--- config.mk ---
export PLATFORM = sky130hd
export DESIGN_NAME = cwt_channel
export DESIGN_NICKNAME = d
export VERILOG_FILES = /design/src/common/cwt_pkg.sv /design/src/logic/cwt_debounce.sv /design/src/logic/cwt_lowpass.sv /design/src/logic/cwt_channel.sv
export VERILOG_INCLUDE_DIRS = /design/src /design/src/common
export SDC_FILE = /design/constraint.sdc
export NUM_CORES = 1
export LEC_CHECK = 0
export BUFFER_PORTS_ARGS = -buffer_cell sky130_fd_sc_hd__buf_4
export CAP_MARGIN = 25
export CORE_AREA = 2 2 242 244
export DETAILED_ROUTE_END_ITERATION = 7
export DIE_AREA = 0 0 244 246
export HOLD_SLACK_MARGIN = 0.1
export SYNTH_ARGS = -nofsm -noshare
export SYNTH_HDL_FRONTEND = slang
export SYNTH_SLANG_ARGS = --single-unit
--- constraint.sdc ---
create_clock -name clk -period 5.35 [get_ports clk]
set_input_delay 0.535 -clock clk [delete_from_list [all_inputs] [get_ports clk]]
set_output_delay 0.535 -clock clk [all_outputs]
set_load 0.005 [all_outputs]
--- src/common/cwt_cfg.svh ---
// constants for the channel window threshold register group
`ifndef CWT_CFG_SVH
`define CWT_CFG_SVH

// register offsets on the serial register port
`define CWT_OFS_SCALING        8'h1F
`define CWT_OFS_FAST_UNDER     8'h20
`define CWT_OFS_FAST_OVER      8'h21
`define CWT_OFS_SLOW_UNDER     8'h22
`define CWT_OFS_SLOW_OVER      8'h23
`define CWT_OFS_DEBOUNCE       8'h24
`define CWT_OFS_CUTOFF         8'h25

// reset values
`define CWT_RST_SCALING        8'h00
`define CWT_RST_FAST_UNDER     8'h00
`define CWT_RST_FAST_OVER      8'hFF
`define CWT_RST_SLOW_UNDER     8'h00
`define CWT_RST_SLOW_OVER      8'hFF
`define CWT_RST_DEBOUNCE       8'h00
`define CWT_RST_CUTOFF         8'h04

// field positions
`define CWT_SCALING_MSB        5
`define CWT_SCALING_CH         0
`define CWT_OVER_DEB_MSB       7
`define CWT_OVER_DEB_LSB       4
`define CWT_UNDER_DEB_MSB      3
`define CWT_UNDER_DEB_LSB      0
`define CWT_CUTOFF_MSB         2
`define CWT_CUTOFF_LSB         0

// threshold code to millivolts
`define CWT_X1_BASE_MV         13'h00C8
`define CWT_X1_STEP_MV         13'h0005
`define CWT_X4_BASE_MV         13'h0320
`define CWT_X4_STEP_MV         13'h0014

// timing
`define CWT_CLK_MHZ            100
`define CWT_DEB_UNIT_NS        100
`define CWT_DEB_UNIT_CYCLES    ((`CWT_DEB_UNIT_NS * `CWT_CLK_MHZ + 999) / 1000)
`define CWT_DEB_MAX_CODE       4'hA
`define CWT_DEB_LONGEST_CYCLES (`CWT_DEB_UNIT_CYCLES << 10)
`define CWT_FILT_TICK_NS       10000
`define CWT_FILT_TICK_CYCLES   ((`CWT_FILT_TICK_NS * `CWT_CLK_MHZ) / 1000)

// cutoff codes
`define CWT_FC_250HZ           3'h2
`define CWT_FC_500HZ           3'h3
`define CWT_FC_1KHZ            3'h4
`define CWT_FC_2KHZ            3'h5
`define CWT_FC_4KHZ            3'h6

`endif

--- src/common/cwt_pkg.sv ---
// types shared by the channel window threshold block
package cwt_pkg;

    typedef logic [7:0]  cwt_byte_t;
    typedef logic [12:0] cwt_mv_t;
    typedef logic [13:0] cwt_count_t;
    typedef logic [3:0]  cwt_deb_code_t;
    typedef logic [2:0]  cwt_cutoff_t;

    // gray coded along idle -> counting -> fault
    typedef enum logic [1:0]
    {
        CWT_DEB_IDLE  = 2'b00,
        CWT_DEB_COUNT = 2'b01,
        CWT_DEB_FAULT = 2'b11
    } cwt_deb_state_e;

endpackage

--- src/logic/cwt_debounce.sv ---
// debouncer: asserts a fault once the comparator has held high for the target count
`timescale 1ns/1ps
`include "cwt_cfg.svh"

module cwt_debounce
    import cwt_pkg::*;
(
    // clock and reset
    input  wire logic       clk,
    input  wire logic       rst,
    // comparator and timing
    input  wire logic       cmp_raw,
    input  wire cwt_count_t target,
    // result
    output logic            fault
);

    cwt_deb_state_e state_reg;
    cwt_deb_state_e state_next;
    cwt_count_t     cnt_reg;
    cwt_count_t     cnt_next;

    always_comb
    begin
        state_next = state_reg;
        cnt_next   = cnt_reg;
        // any drop of the comparator restarts the stability window
        unique case (state_reg)
            CWT_DEB_IDLE:
            begin
                cnt_next = 14'h0001;
                if (cmp_raw)
                begin
                    state_next = (target <= 14'h0001) ? CWT_DEB_FAULT : CWT_DEB_COUNT;
                end
            end
            CWT_DEB_COUNT:
            begin
                cnt_next = cnt_reg + 14'h0001;
                if (!cmp_raw)
                begin
                    state_next = CWT_DEB_IDLE;
                end
                else if (cnt_next >= target)
                begin
                    state_next = CWT_DEB_FAULT;
                end
            end
            CWT_DEB_FAULT:
            begin
                if (!cmp_raw)
                begin
                    state_next = CWT_DEB_IDLE;
                end
            end
            default:
            begin
                state_next = CWT_DEB_IDLE;
            end
        endcase
    end

    always_ff @(posedge clk or posedge rst)
    begin
        if (rst)
        begin
            state_reg <= CWT_DEB_IDLE;
            cnt_reg   <= 14'h0000;
        end
        else
        begin
            state_reg <= state_next;
            cnt_reg   <= cnt_next;
        end
    end

    assign fault = (state_reg == CWT_DEB_FAULT);

endmodule

--- src/logic/cwt_lowpass.sv ---
// first-order low-pass filter whose cutoff follows the cutoff code
`timescale 1ns/1ps
`include "cwt_cfg.svh"

module cwt_lowpass
    import cwt_pkg::*;
(
    // clock and reset
    input  wire logic        clk,
    input  wire logic        rst,
    // sample stream
    input  wire logic        tick,
    input  wire cwt_mv_t     sample_mv,
    input  wire cwt_cutoff_t cutoff,
    // filtered value
    output cwt_mv_t          filt_mv
);

    // shift k gives alpha = 2^-k at the tick rate, about 2*pi*fc/fs
    function automatic logic [2:0] cutoff_shift(input cwt_cutoff_t code);
        logic [2:0] k;
        k = 3'h4;
        unique case (code)
            `CWT_FC_250HZ: k = 3'h6;
            `CWT_FC_500HZ: k = 3'h5;
            `CWT_FC_1KHZ:  k = 3'h4;
            `CWT_FC_2KHZ:  k = 3'h3;
            `CWT_FC_4KHZ:  k = 3'h2;
            default:       k = 3'h4;
        endcase
        return k;
    endfunction

    logic [20:0]        acc_reg;
    logic [20:0]        acc_next;
    logic               primed_reg;
    logic               primed_next;
    logic signed [21:0] diff;

    always_comb
    begin
        acc_next    = acc_reg;
        primed_next = primed_reg;
        diff        = $signed({1'b0, sample_mv, 8'h00}) - $signed({1'b0, acc_reg});
        if (tick)
        begin
            primed_next = 1'b1;
            // first sample loads straight in so the path leaves fault at the first tick instead of ramping up from zero
            if (!primed_reg)
            begin
                acc_next = {sample_mv, 8'h00};
            end
            else
            begin
                acc_next = 21'(acc_reg + 21'(diff >>> cutoff_shift(cutoff)));
            end
        end
    end

    always_ff @(posedge clk or posedge rst)
    begin
        if (rst)
        begin
            acc_reg    <= 21'h00_0000;
            primed_reg <= 1'b0;
        end
        else
        begin
            acc_reg    <= acc_next;
            primed_reg <= primed_next;
        end
    end

    assign filt_mv = acc_reg[20:8];

endmodule

--- src/logic/cwt_channel.sv ---
// channel 1 window threshold registers, comparators, debounce and slow-path filter
//
// Notes on behaviour
// - fast-path over limit: 8-bit read/write, resets to 0xFF.
// - scaling 1x: limit = 0.2 V + code * 5 mV.
// - scaling 4x: limit = 0.8 V + code * 20 mV.
// - slow-path under limit: 8-bit read/write, resets to 0x00.
// - slow-path over limit: 8-bit read/write, resets to 0xFF.
// - fast-path fault only after comparator stays set for whole debounce time.
// - debounce register: over code bits 7:4, under code 3:0, reset zero.
// - debounce code: 0.1 us doubling per step; codes 10 and up give 102.4 us.
// - debounce register resets to zero, selecting shortest times.
// - cutoff bits 2:0 pick 250 Hz to 4 kHz, reset 1 kHz, others invalid.
// - writing the cutoff retunes the low-pass filter of the slow path.
// - scaling bit clear picks 1x, set picks 4x, for all channel limits.
// - fast-path under limit: separate register one below over, resets zero.
`timescale 1ns/1ps
`include "cwt_cfg.svh"

module cwt_channel
    import cwt_pkg::*;
#(
    parameter int unsigned DEB_LONGEST_CYCLES = `CWT_DEB_LONGEST_CYCLES
)
(
    // clock and reset
    input  wire logic      clk,
    input  wire logic      rst,
    // register port
    input  wire cwt_byte_t reg_addr,
    input  wire logic      reg_wr,
    input  wire cwt_byte_t reg_wdata,
    input  wire logic      reg_rd,
    output cwt_byte_t      reg_rdata,
    output logic           reg_rd_valid,
    // monitored value in millivolts, from the measuring front end on clk
    input  wire cwt_mv_t   fast_mv,
    input  wire cwt_mv_t   slow_mv,
    // faults
    output logic           fast_over_fault,
    output logic           fast_under_fault,
    output logic           slow_over_fault,
    output logic           slow_under_fault,
    output logic           cutoff_invalid
);

    ////////////////////////////////////////////////////////////////////////////
    // helpers

    function automatic cwt_mv_t code_to_mv(input cwt_byte_t code, input logic x4);
        cwt_mv_t mv;
        if (x4)
        begin
            mv = 13'(`CWT_X4_BASE_MV + 13'(code) * `CWT_X4_STEP_MV);
        end
        else
        begin
            mv = 13'(`CWT_X1_BASE_MV + 13'(code) * `CWT_X1_STEP_MV);
        end
        return mv;
    endfunction

    // codes past the longest step all share it; software is expected to stay at 0.4 us or above
    function automatic cwt_count_t deb_cycles(input cwt_deb_code_t code);
        cwt_deb_code_t c;
        cwt_count_t    n;
        c = (code > `CWT_DEB_MAX_CODE) ? `CWT_DEB_MAX_CODE : code;
        n = 14'(DEB_LONGEST_CYCLES >> (4'(`CWT_DEB_MAX_CODE) - c));
        return (n == 14'h0000) ? 14'h0001 : n;
    endfunction

    function automatic logic cutoff_is_valid(input cwt_cutoff_t code);
        return (code >= `CWT_FC_250HZ) && (code <= `CWT_FC_4KHZ);
    endfunction

    ////////////////////////////////////////////////////////////////////////////
    // register file

    cwt_byte_t scaling_reg;
    cwt_byte_t scaling_next;
    cwt_byte_t fast_under_reg;
    cwt_byte_t fast_under_next;
    cwt_byte_t fast_over_reg;
    cwt_byte_t fast_over_next;
    cwt_byte_t slow_under_reg;
    cwt_byte_t slow_under_next;
    cwt_byte_t slow_over_reg;
    cwt_byte_t slow_over_next;
    cwt_byte_t debounce_reg;
    cwt_byte_t debounce_next;
    cwt_byte_t cutoff_reg;
    cwt_byte_t cutoff_next;
    cwt_byte_t rdata_reg;
    cwt_byte_t rdata_next;
    logic      rvalid_reg;
    logic      rvalid_next;

    always_comb
    begin
        scaling_next    = scaling_reg;
        fast_under_next = fast_under_reg;
        fast_over_next  = fast_over_reg;
        slow_under_next = slow_under_reg;
        slow_over_next  = slow_over_reg;
        debounce_next   = debounce_reg;
        cutoff_next     = cutoff_reg;
        if (reg_wr)
        begin
            unique case (reg_addr)
                `CWT_OFS_SCALING:
                begin
                    scaling_next = {2'b00, reg_wdata[`CWT_SCALING_MSB:0]};
                end
                `CWT_OFS_FAST_UNDER:
                begin
                    fast_under_next = reg_wdata;
                end
                `CWT_OFS_FAST_OVER:
                begin
                    fast_over_next = reg_wdata;
                end
                `CWT_OFS_SLOW_UNDER:
                begin
                    slow_under_next = reg_wdata;
                end
                `CWT_OFS_SLOW_OVER:
                begin
                    slow_over_next = reg_wdata;
                end
                `CWT_OFS_DEBOUNCE:
                begin
                    debounce_next = reg_wdata;
                end
                `CWT_OFS_CUTOFF:
                begin
                    cutoff_next = reg_wdata;
                end
                default:
                begin
                    // writes elsewhere are ignored
                    scaling_next = scaling_reg;
                end
            endcase
        end
    end

    // read data reflects the state before a write in the same cycle
    always_comb
    begin
        rvalid_next = reg_rd;
        rdata_next  = rdata_reg;
        if (reg_rd)
        begin
            unique case (reg_addr)
                `CWT_OFS_SCALING:    rdata_next = scaling_reg;
                `CWT_OFS_FAST_UNDER: rdata_next = fast_under_reg;
                `CWT_OFS_FAST_OVER:  rdata_next = fast_over_reg;
                `CWT_OFS_SLOW_UNDER: rdata_next = slow_under_reg;
                `CWT_OFS_SLOW_OVER:  rdata_next = slow_over_reg;
                `CWT_OFS_DEBOUNCE:   rdata_next = debounce_reg;
                `CWT_OFS_CUTOFF:     rdata_next = cutoff_reg;
                default:             rdata_next = 8'h00;
            endcase
        end
    end

    always_ff @(posedge clk or posedge rst)
    begin
        if (rst)
        begin
            scaling_reg    <= `CWT_RST_SCALING;
            fast_under_reg <= `CWT_RST_FAST_UNDER;
            fast_over_reg  <= `CWT_RST_FAST_OVER;
            slow_under_reg <= `CWT_RST_SLOW_UNDER;
            slow_over_reg  <= `CWT_RST_SLOW_OVER;
            debounce_reg   <= `CWT_RST_DEBOUNCE;
            cutoff_reg     <= `CWT_RST_CUTOFF;
            rdata_reg      <= 8'h00;
            rvalid_reg     <= 1'b0;
        end
        else
        begin
            scaling_reg    <= scaling_next;
            fast_under_reg <= fast_under_next;
            fast_over_reg  <= fast_over_next;
            slow_under_reg <= slow_under_next;
            slow_over_reg  <= slow_over_next;
            debounce_reg   <= debounce_next;
            cutoff_reg     <= cutoff_next;
            rdata_reg      <= rdata_next;
            rvalid_reg     <= rvalid_next;
        end
    end

    assign reg_rdata    = rdata_reg;
    assign reg_rd_valid = rvalid_reg;

    ////////////////////////////////////////////////////////////////////////////
    // limits in millivolts and comparators

    logic          x4;
    cwt_count_t    over_target;
    cwt_count_t    under_target;
    cwt_cutoff_t   cutoff_code;
    logic          fast_over_cmp_reg;
    logic          fast_over_cmp_next;
    logic          fast_under_cmp_reg;
    logic          fast_under_cmp_next;
    logic          slow_over_cmp_reg;
    logic          slow_over_cmp_next;
    logic          slow_under_cmp_reg;
    logic          slow_under_cmp_next;
    cwt_mv_t       slow_filt_mv;

    assign x4           = scaling_reg[`CWT_SCALING_CH];
    assign over_target  = deb_cycles(debounce_reg[`CWT_OVER_DEB_MSB:`CWT_OVER_DEB_LSB]);
    assign under_target = deb_cycles(debounce_reg[`CWT_UNDER_DEB_MSB:`CWT_UNDER_DEB_LSB]);
    assign cutoff_code  = cutoff_reg[`CWT_CUTOFF_MSB:`CWT_CUTOFF_LSB];

    // each path is compared against its own pair of limits
    always_comb
    begin
        fast_over_cmp_next  = fast_mv > code_to_mv(fast_over_reg, x4);
        fast_under_cmp_next = fast_mv < code_to_mv(fast_under_reg, x4);
        slow_over_cmp_next  = slow_filt_mv > code_to_mv(slow_over_reg, x4);
        slow_under_cmp_next = slow_filt_mv < code_to_mv(slow_under_reg, x4);
    end

    always_ff @(posedge clk or posedge rst)
    begin
        if (rst)
        begin
            fast_over_cmp_reg  <= 1'b0;
            fast_under_cmp_reg <= 1'b0;
            slow_over_cmp_reg  <= 1'b0;
            slow_under_cmp_reg <= 1'b0;
        end
        else
        begin
            fast_over_cmp_reg  <= fast_over_cmp_next;
            fast_under_cmp_reg <= fast_under_cmp_next;
            slow_over_cmp_reg  <= slow_over_cmp_next;
            slow_under_cmp_reg <= slow_under_cmp_next;
        end
    end

    ////////////////////////////////////////////////////////////////////////////
    // fast-path debounce

    cwt_debounce u_over_deb
    (
        .clk     (clk),
        .rst     (rst),
        .cmp_raw (fast_over_cmp_reg),
        .target  (over_target),
        .fault   (fast_over_fault)
    );

    cwt_debounce u_under_deb
    (
        .clk     (clk),
        .rst     (rst),
        .cmp_raw (fast_under_cmp_reg),
        .target  (under_target),
        .fault   (fast_under_fault)
    );

    ////////////////////////////////////////////////////////////////////////////
    // slow path: sample tick divider and low-pass filter

    logic [15:0] tick_cnt_reg;
    logic [15:0] tick_cnt_next;
    logic        tick;

    always_comb
    begin
        tick          = (tick_cnt_reg == 16'(`CWT_FILT_TICK_CYCLES - 1));
        tick_cnt_next = tick ? 16'h0000 : tick_cnt_reg + 16'h0001;
    end

    always_ff @(posedge clk or posedge rst)
    begin
        if (rst)
        begin
            tick_cnt_reg <= 16'h0000;
        end
        else
        begin
            tick_cnt_reg <= tick_cnt_next;
        end
    end

    // invalid cutoff codes keep the filter at the 1 kHz setting
    cwt_lowpass u_lowpass
    (
        .clk       (clk),
        .rst       (rst),
        .tick      (tick),
        .sample_mv (slow_mv),
        .cutoff    (cutoff_code),
        .filt_mv   (slow_filt_mv)
    );

    assign slow_over_fault  = slow_over_cmp_reg;
    assign slow_under_fault = slow_under_cmp_reg;
    assign cutoff_invalid   = !cutoff_is_valid(cutoff_code);

endmodule

==> summary.txt <==
Critical path
  • CP required: 5.63 ns
  • Crit Path Category: reg -> reg
  • Register-to-register setup slack: 0.45 ns
  • Crit path DAT: 5.18 ns
  • Critical-path top delay cell: mux4_2
  • CP Capture Type: register
  • CP cell instances: inv_1 -> ha_1 -> a211o_1 -> a21oi_2 -> nand2_1 -> a21oi_1 -> xnor2_2 -> a21boi_0 -> mux4_2 -> o31ai_1 -> ha_1 -> and3_1 -> a211oi_1 -> a21oi_1 -> nor2_1 -> o21ai_0 -> a311oi_1 -> o31ai_1
  • Worst Setup Start Kind: register
  • Crit path largest cell delay: 0.47 ns
  • Max Fanout on Critical Path: 7

Timing
  • Tmin final: 4.90 ns
  • Slew at the pin closest to its max-slew limit: 0.890 ns
  • Rel. slew slack: 0.407
  • Setup TNS: 0 ns
  • Fmax: 0.204 GHz
  • Slew Viols, Final: 0
  • RSZ-0062 raised after global routing: no
  • Max Clock Skew: 0.0119 ns
  • Hold Fails Final Rpt: 0
  • Final period util: 0.916
  • Setup violations, final: 0

Outcome
  • Status: completed

Layout
  • Register area: 0.00345 sq mm
  • Area growth syn-to-layout: 13.5%
  • Multi-input combinational cell area: 0.0101 sq mm
  • Layout Cells excl Fill: 2447
  • Share of cells above drive strength 1: 0.127
  • Filler instances: 6018
  • NumNets Final: 1933
  • Fin util: 0.282
  • Max FFs per register: 21

Power
  • Psw: 1.21 mW
  • Pleak: 7.40 nW
  • Clock Power Share: 0.350
  • Combinational share of power: 0.319
  • P_int: 2.41 mW
  • Sequential power share: 0.331
  • Max VDD drop: 0.194 mV
  • PwrDens: 224 mW/mm^2
  • Sw Share: 0.335

Clocking
  • CTS resizes: 0
  • CTS Sinks: 137
  • CTS tree: yes
  • Maximum clock insertion buffer count: 2
  • Clock Pin Slew Worst Setup and Hold Paths: 0.06 ns
  • H-Tree Level Count: 4
  • Latest clock arrival within the worst-skew pair: 0.42 ns
  • Post-CTS setup buffer count: 0
  • Num CTS Buffers: 17
  • Hold_buf cts: 0
  • Clock tree root driver cell: clkbuf_16

Place
  • Final HPWL DP: 29500 um
  • Placed cell count: 2413
  • Input/output buffers: 59
  • GPL Wtd Cong: 0.858

Worst hold path
  • Tightest Hold Check Type: in -> async

Yosys
  • Yosys warnings: 0
  • Synth Cell Area: 0.0142 sq mm
  • Sequential area share after synthesis: 0.242
  • Post-synth EDFFs: 0
  • Ys flop type: dfrtp_1
  • Post-synthesis async set-or-reset flop share: 1.00
  • Synthesized area per cell: 8.74 sq um
  • Synth Register Bits: 137
  • Mapped Cells: 1630
  • Netlist cell types: 81

Routing
  • Antenna viol nets, final: 0
  • Final WL: 37700 um
  • Drc violations: 0
  • First-pass DRT Iterations: 5
  • Via count: 12058
  • WL per Instance: 15.4 um
  • Routed vias/inst: 4.93
  • Starting DRC count in detailed routing: 690

Floorplan
  • Die area: 0.0600 sq mm
  • Starting density of the core: 0.248
  • Cell row count: 88
  • Core area: 0.0574 sq mm
  • Chip width: 244 um
  • I/O pin total: 60
  • Die height: 246 um

Job
  • Max cap viols: 0

Global route
  • Global-route wire length before repair: 62400 um
  • Initial antenna violation count: 1
  • Total grt overflow: 0
  • GR Util All Layers: 0.127
  • Largest net degree at the start of global routing: 90
  • Vias in the first global route: 12096
==> cells by family after synthesis <==
kind of cell             after synthesis  share of synthesized area
adder cells (fa/ha/maj)              220                      0.204
AND/OR/NAND/NOR                      458                      0.160
other                                  1                   0.000263
flip-flops                           137                      0.242
buffers and inverters                188                     0.0502
AO/OA/AOI/OAI                        411                      0.187
XOR/XNOR                             114                     0.0711
multiplexers                         101                     0.0847
==> critical path, delay by kind of cell (launching register included) <==
family	cells	cell delay [ns]
buf+inv	1	0.10
fa+ha+maj	2	0.69
xor+xnor	1	0.20
mux	1	0.47
compound gates	10	2.25
flops	1	0.46
simple gates	3	0.59
==> power groups by stage <==
stage	Sequential, mW	Clock (mW)	Combinational, mW
after detailed placement	1.22	0	1.15
after floorplan	1.15	0	0.917
final	1.20	1.27	1.16
after global routing	1.21	1.34	1.33
after CTS	1.20	1.29	1.16
after global placement	1.21	0	1.12
==> path summary, 6_finish.rpt <==
kind | depth (start not counted) | startpoint | end
min in group clk | 1 | reg_rd | reg_rd_valid
worst min-delay path | 2 | rst | u_over_deb.cnt_reg[5]
worst min register to register | 1 | tick_cnt_reg[14] | tick_cnt_reg[14]
worst max-delay path | 18 | u_lowpass.acc_reg[9] | u_lowpass.acc_reg[17]
max in group asynchronous | 3 | rst | scaling_reg[0]
worst max register to register | 18 | u_lowpass.acc_reg[9] | u_lowpass.acc_reg[17]
==> synth_stat cells, types with 7 or more instances <==
cell | instances | share of area
ha_1 | 199 | 0.17
nand2_1 | 151 | 0.040
inv_1 | 133 | 0.035
dfrtp_1 | 120 | 0.21
o21ai_0 | 112 | 0.039
a21oi_1 | 93 | 0.033
nor2_1 | 78 | 0.021
xnor2_1 | 71 | 0.044
mux2_2 | 57 | 0.045
clkbuf_1 | 44 | 0.012
a21o_1 | 43 | 0.023
xor2_1 | 41 | 0.025
nand3_1 | 38 | 0.013
mux2i_1 | 34 | 0.024
nor3_1 | 34 | 0.012
and3_1 | 29 | 0.013
nor2b_1 | 27 | 0.012
nand2b_1 | 23 | 0.010
fa_1 | 21 | 0.030
nand4_1 | 18 | 0.0079
dfstp_2 | 17 | 0.031
a22o_1 | 16 | 0.0098
o22ai_1 | 16 | 0.0070
and2_1 | 14 | 0.0061
o21a_1 | 14 | 0.0074
o21bai_1 | 14 | 0.0074
a211oi_1 | 12 | 0.0063
a31oi_1 | 12 | 0.0053
or3_1 | 12 | 0.0053
mux4_2 | 10 | 0.016
a211o_1 | 9 | 0.0055
o31ai_1 | 9 | 0.0047
buf_1 | 8 | 0.0021
a221oi_1 | 7 | 0.0043
==> routing by layer <==
layer	wire [um]	vias up	part of all wire	global-route usage
met3	1500	54	0.040	0.0209
li1	-	5941	-	-
met2	17800	252	0.47	0.216
met5	0	-	0	0
met4	972	0	0.026	0.0382
met1	17400	5811	0.46	0.164
==> per-stage QoR <==
step | setup slack [ns] | cell area [sq um] | total power [mW] | hold WS [ns]
floorplan | 1.08 | 14300 | 2.07 | 0.447
global placement | 0.471 | 15500 | 2.33 | 0.472
global route | 0.00757 | 16200 | 3.88 | 0.308
finish | 0.448 | 16200 | 3.62 | 0.314
detailed placement | 0.458 | 15500 | 2.37 | 0.475
CTS | 0.537 | 16200 | 3.65 | 0.303
==> cell usage in the layout (no fill, tap or decap), types with 10 or more instances in the layout <==
cell / synthesis / layout
a211oi_1: 12 / 12
and2_1: 14 / 14
nand2b_1: 23 / 23
nand4_1: 18 / 18
nand3_1: 38 / 38
nor2b_1: 27 / 27
ha_1: 199 / 199
a21oi_1: 93 / 93
dfstp_2: 17 / 17
fa_1: 21 / 21
a21o_1: 43 / 43
nand2_1: 151 / 151
xnor2_1: 71 / 71
nor3_1: 34 / 34
mux4_2: 10 / 10
o21ai_0: 112 / 112
dfrtp_1: 120 / 119
or3_1: 12 / 12
o21bai_1: 14 / 14
and3_1: 29 / 29
xor2_1: 41 / 41
mux2_2: 57 / 57
mux2i_1: 34 / 34
inv_1: 133 / 132
clkbuf_16: 0 / 17
a22o_1: 16 / 16
o22ai_1: 16 / 16
o21a_1: 14 / 14
nor2_1: 78 / 78
buf_4: 0 / 72
a31oi_1: 12 / 12
==> area by class of cell <==
class,instances,area share
multi-input combinational,1306,0.624
sequential,137,0.213
tap,765,0.0592
timing repair buffer,72,0.0334
inverter,133,0.0312
clock buffer,19,0.0268
clock inverter,13,0.0121
antenna,2,0.000309
(Power assumes the default switching activity.)
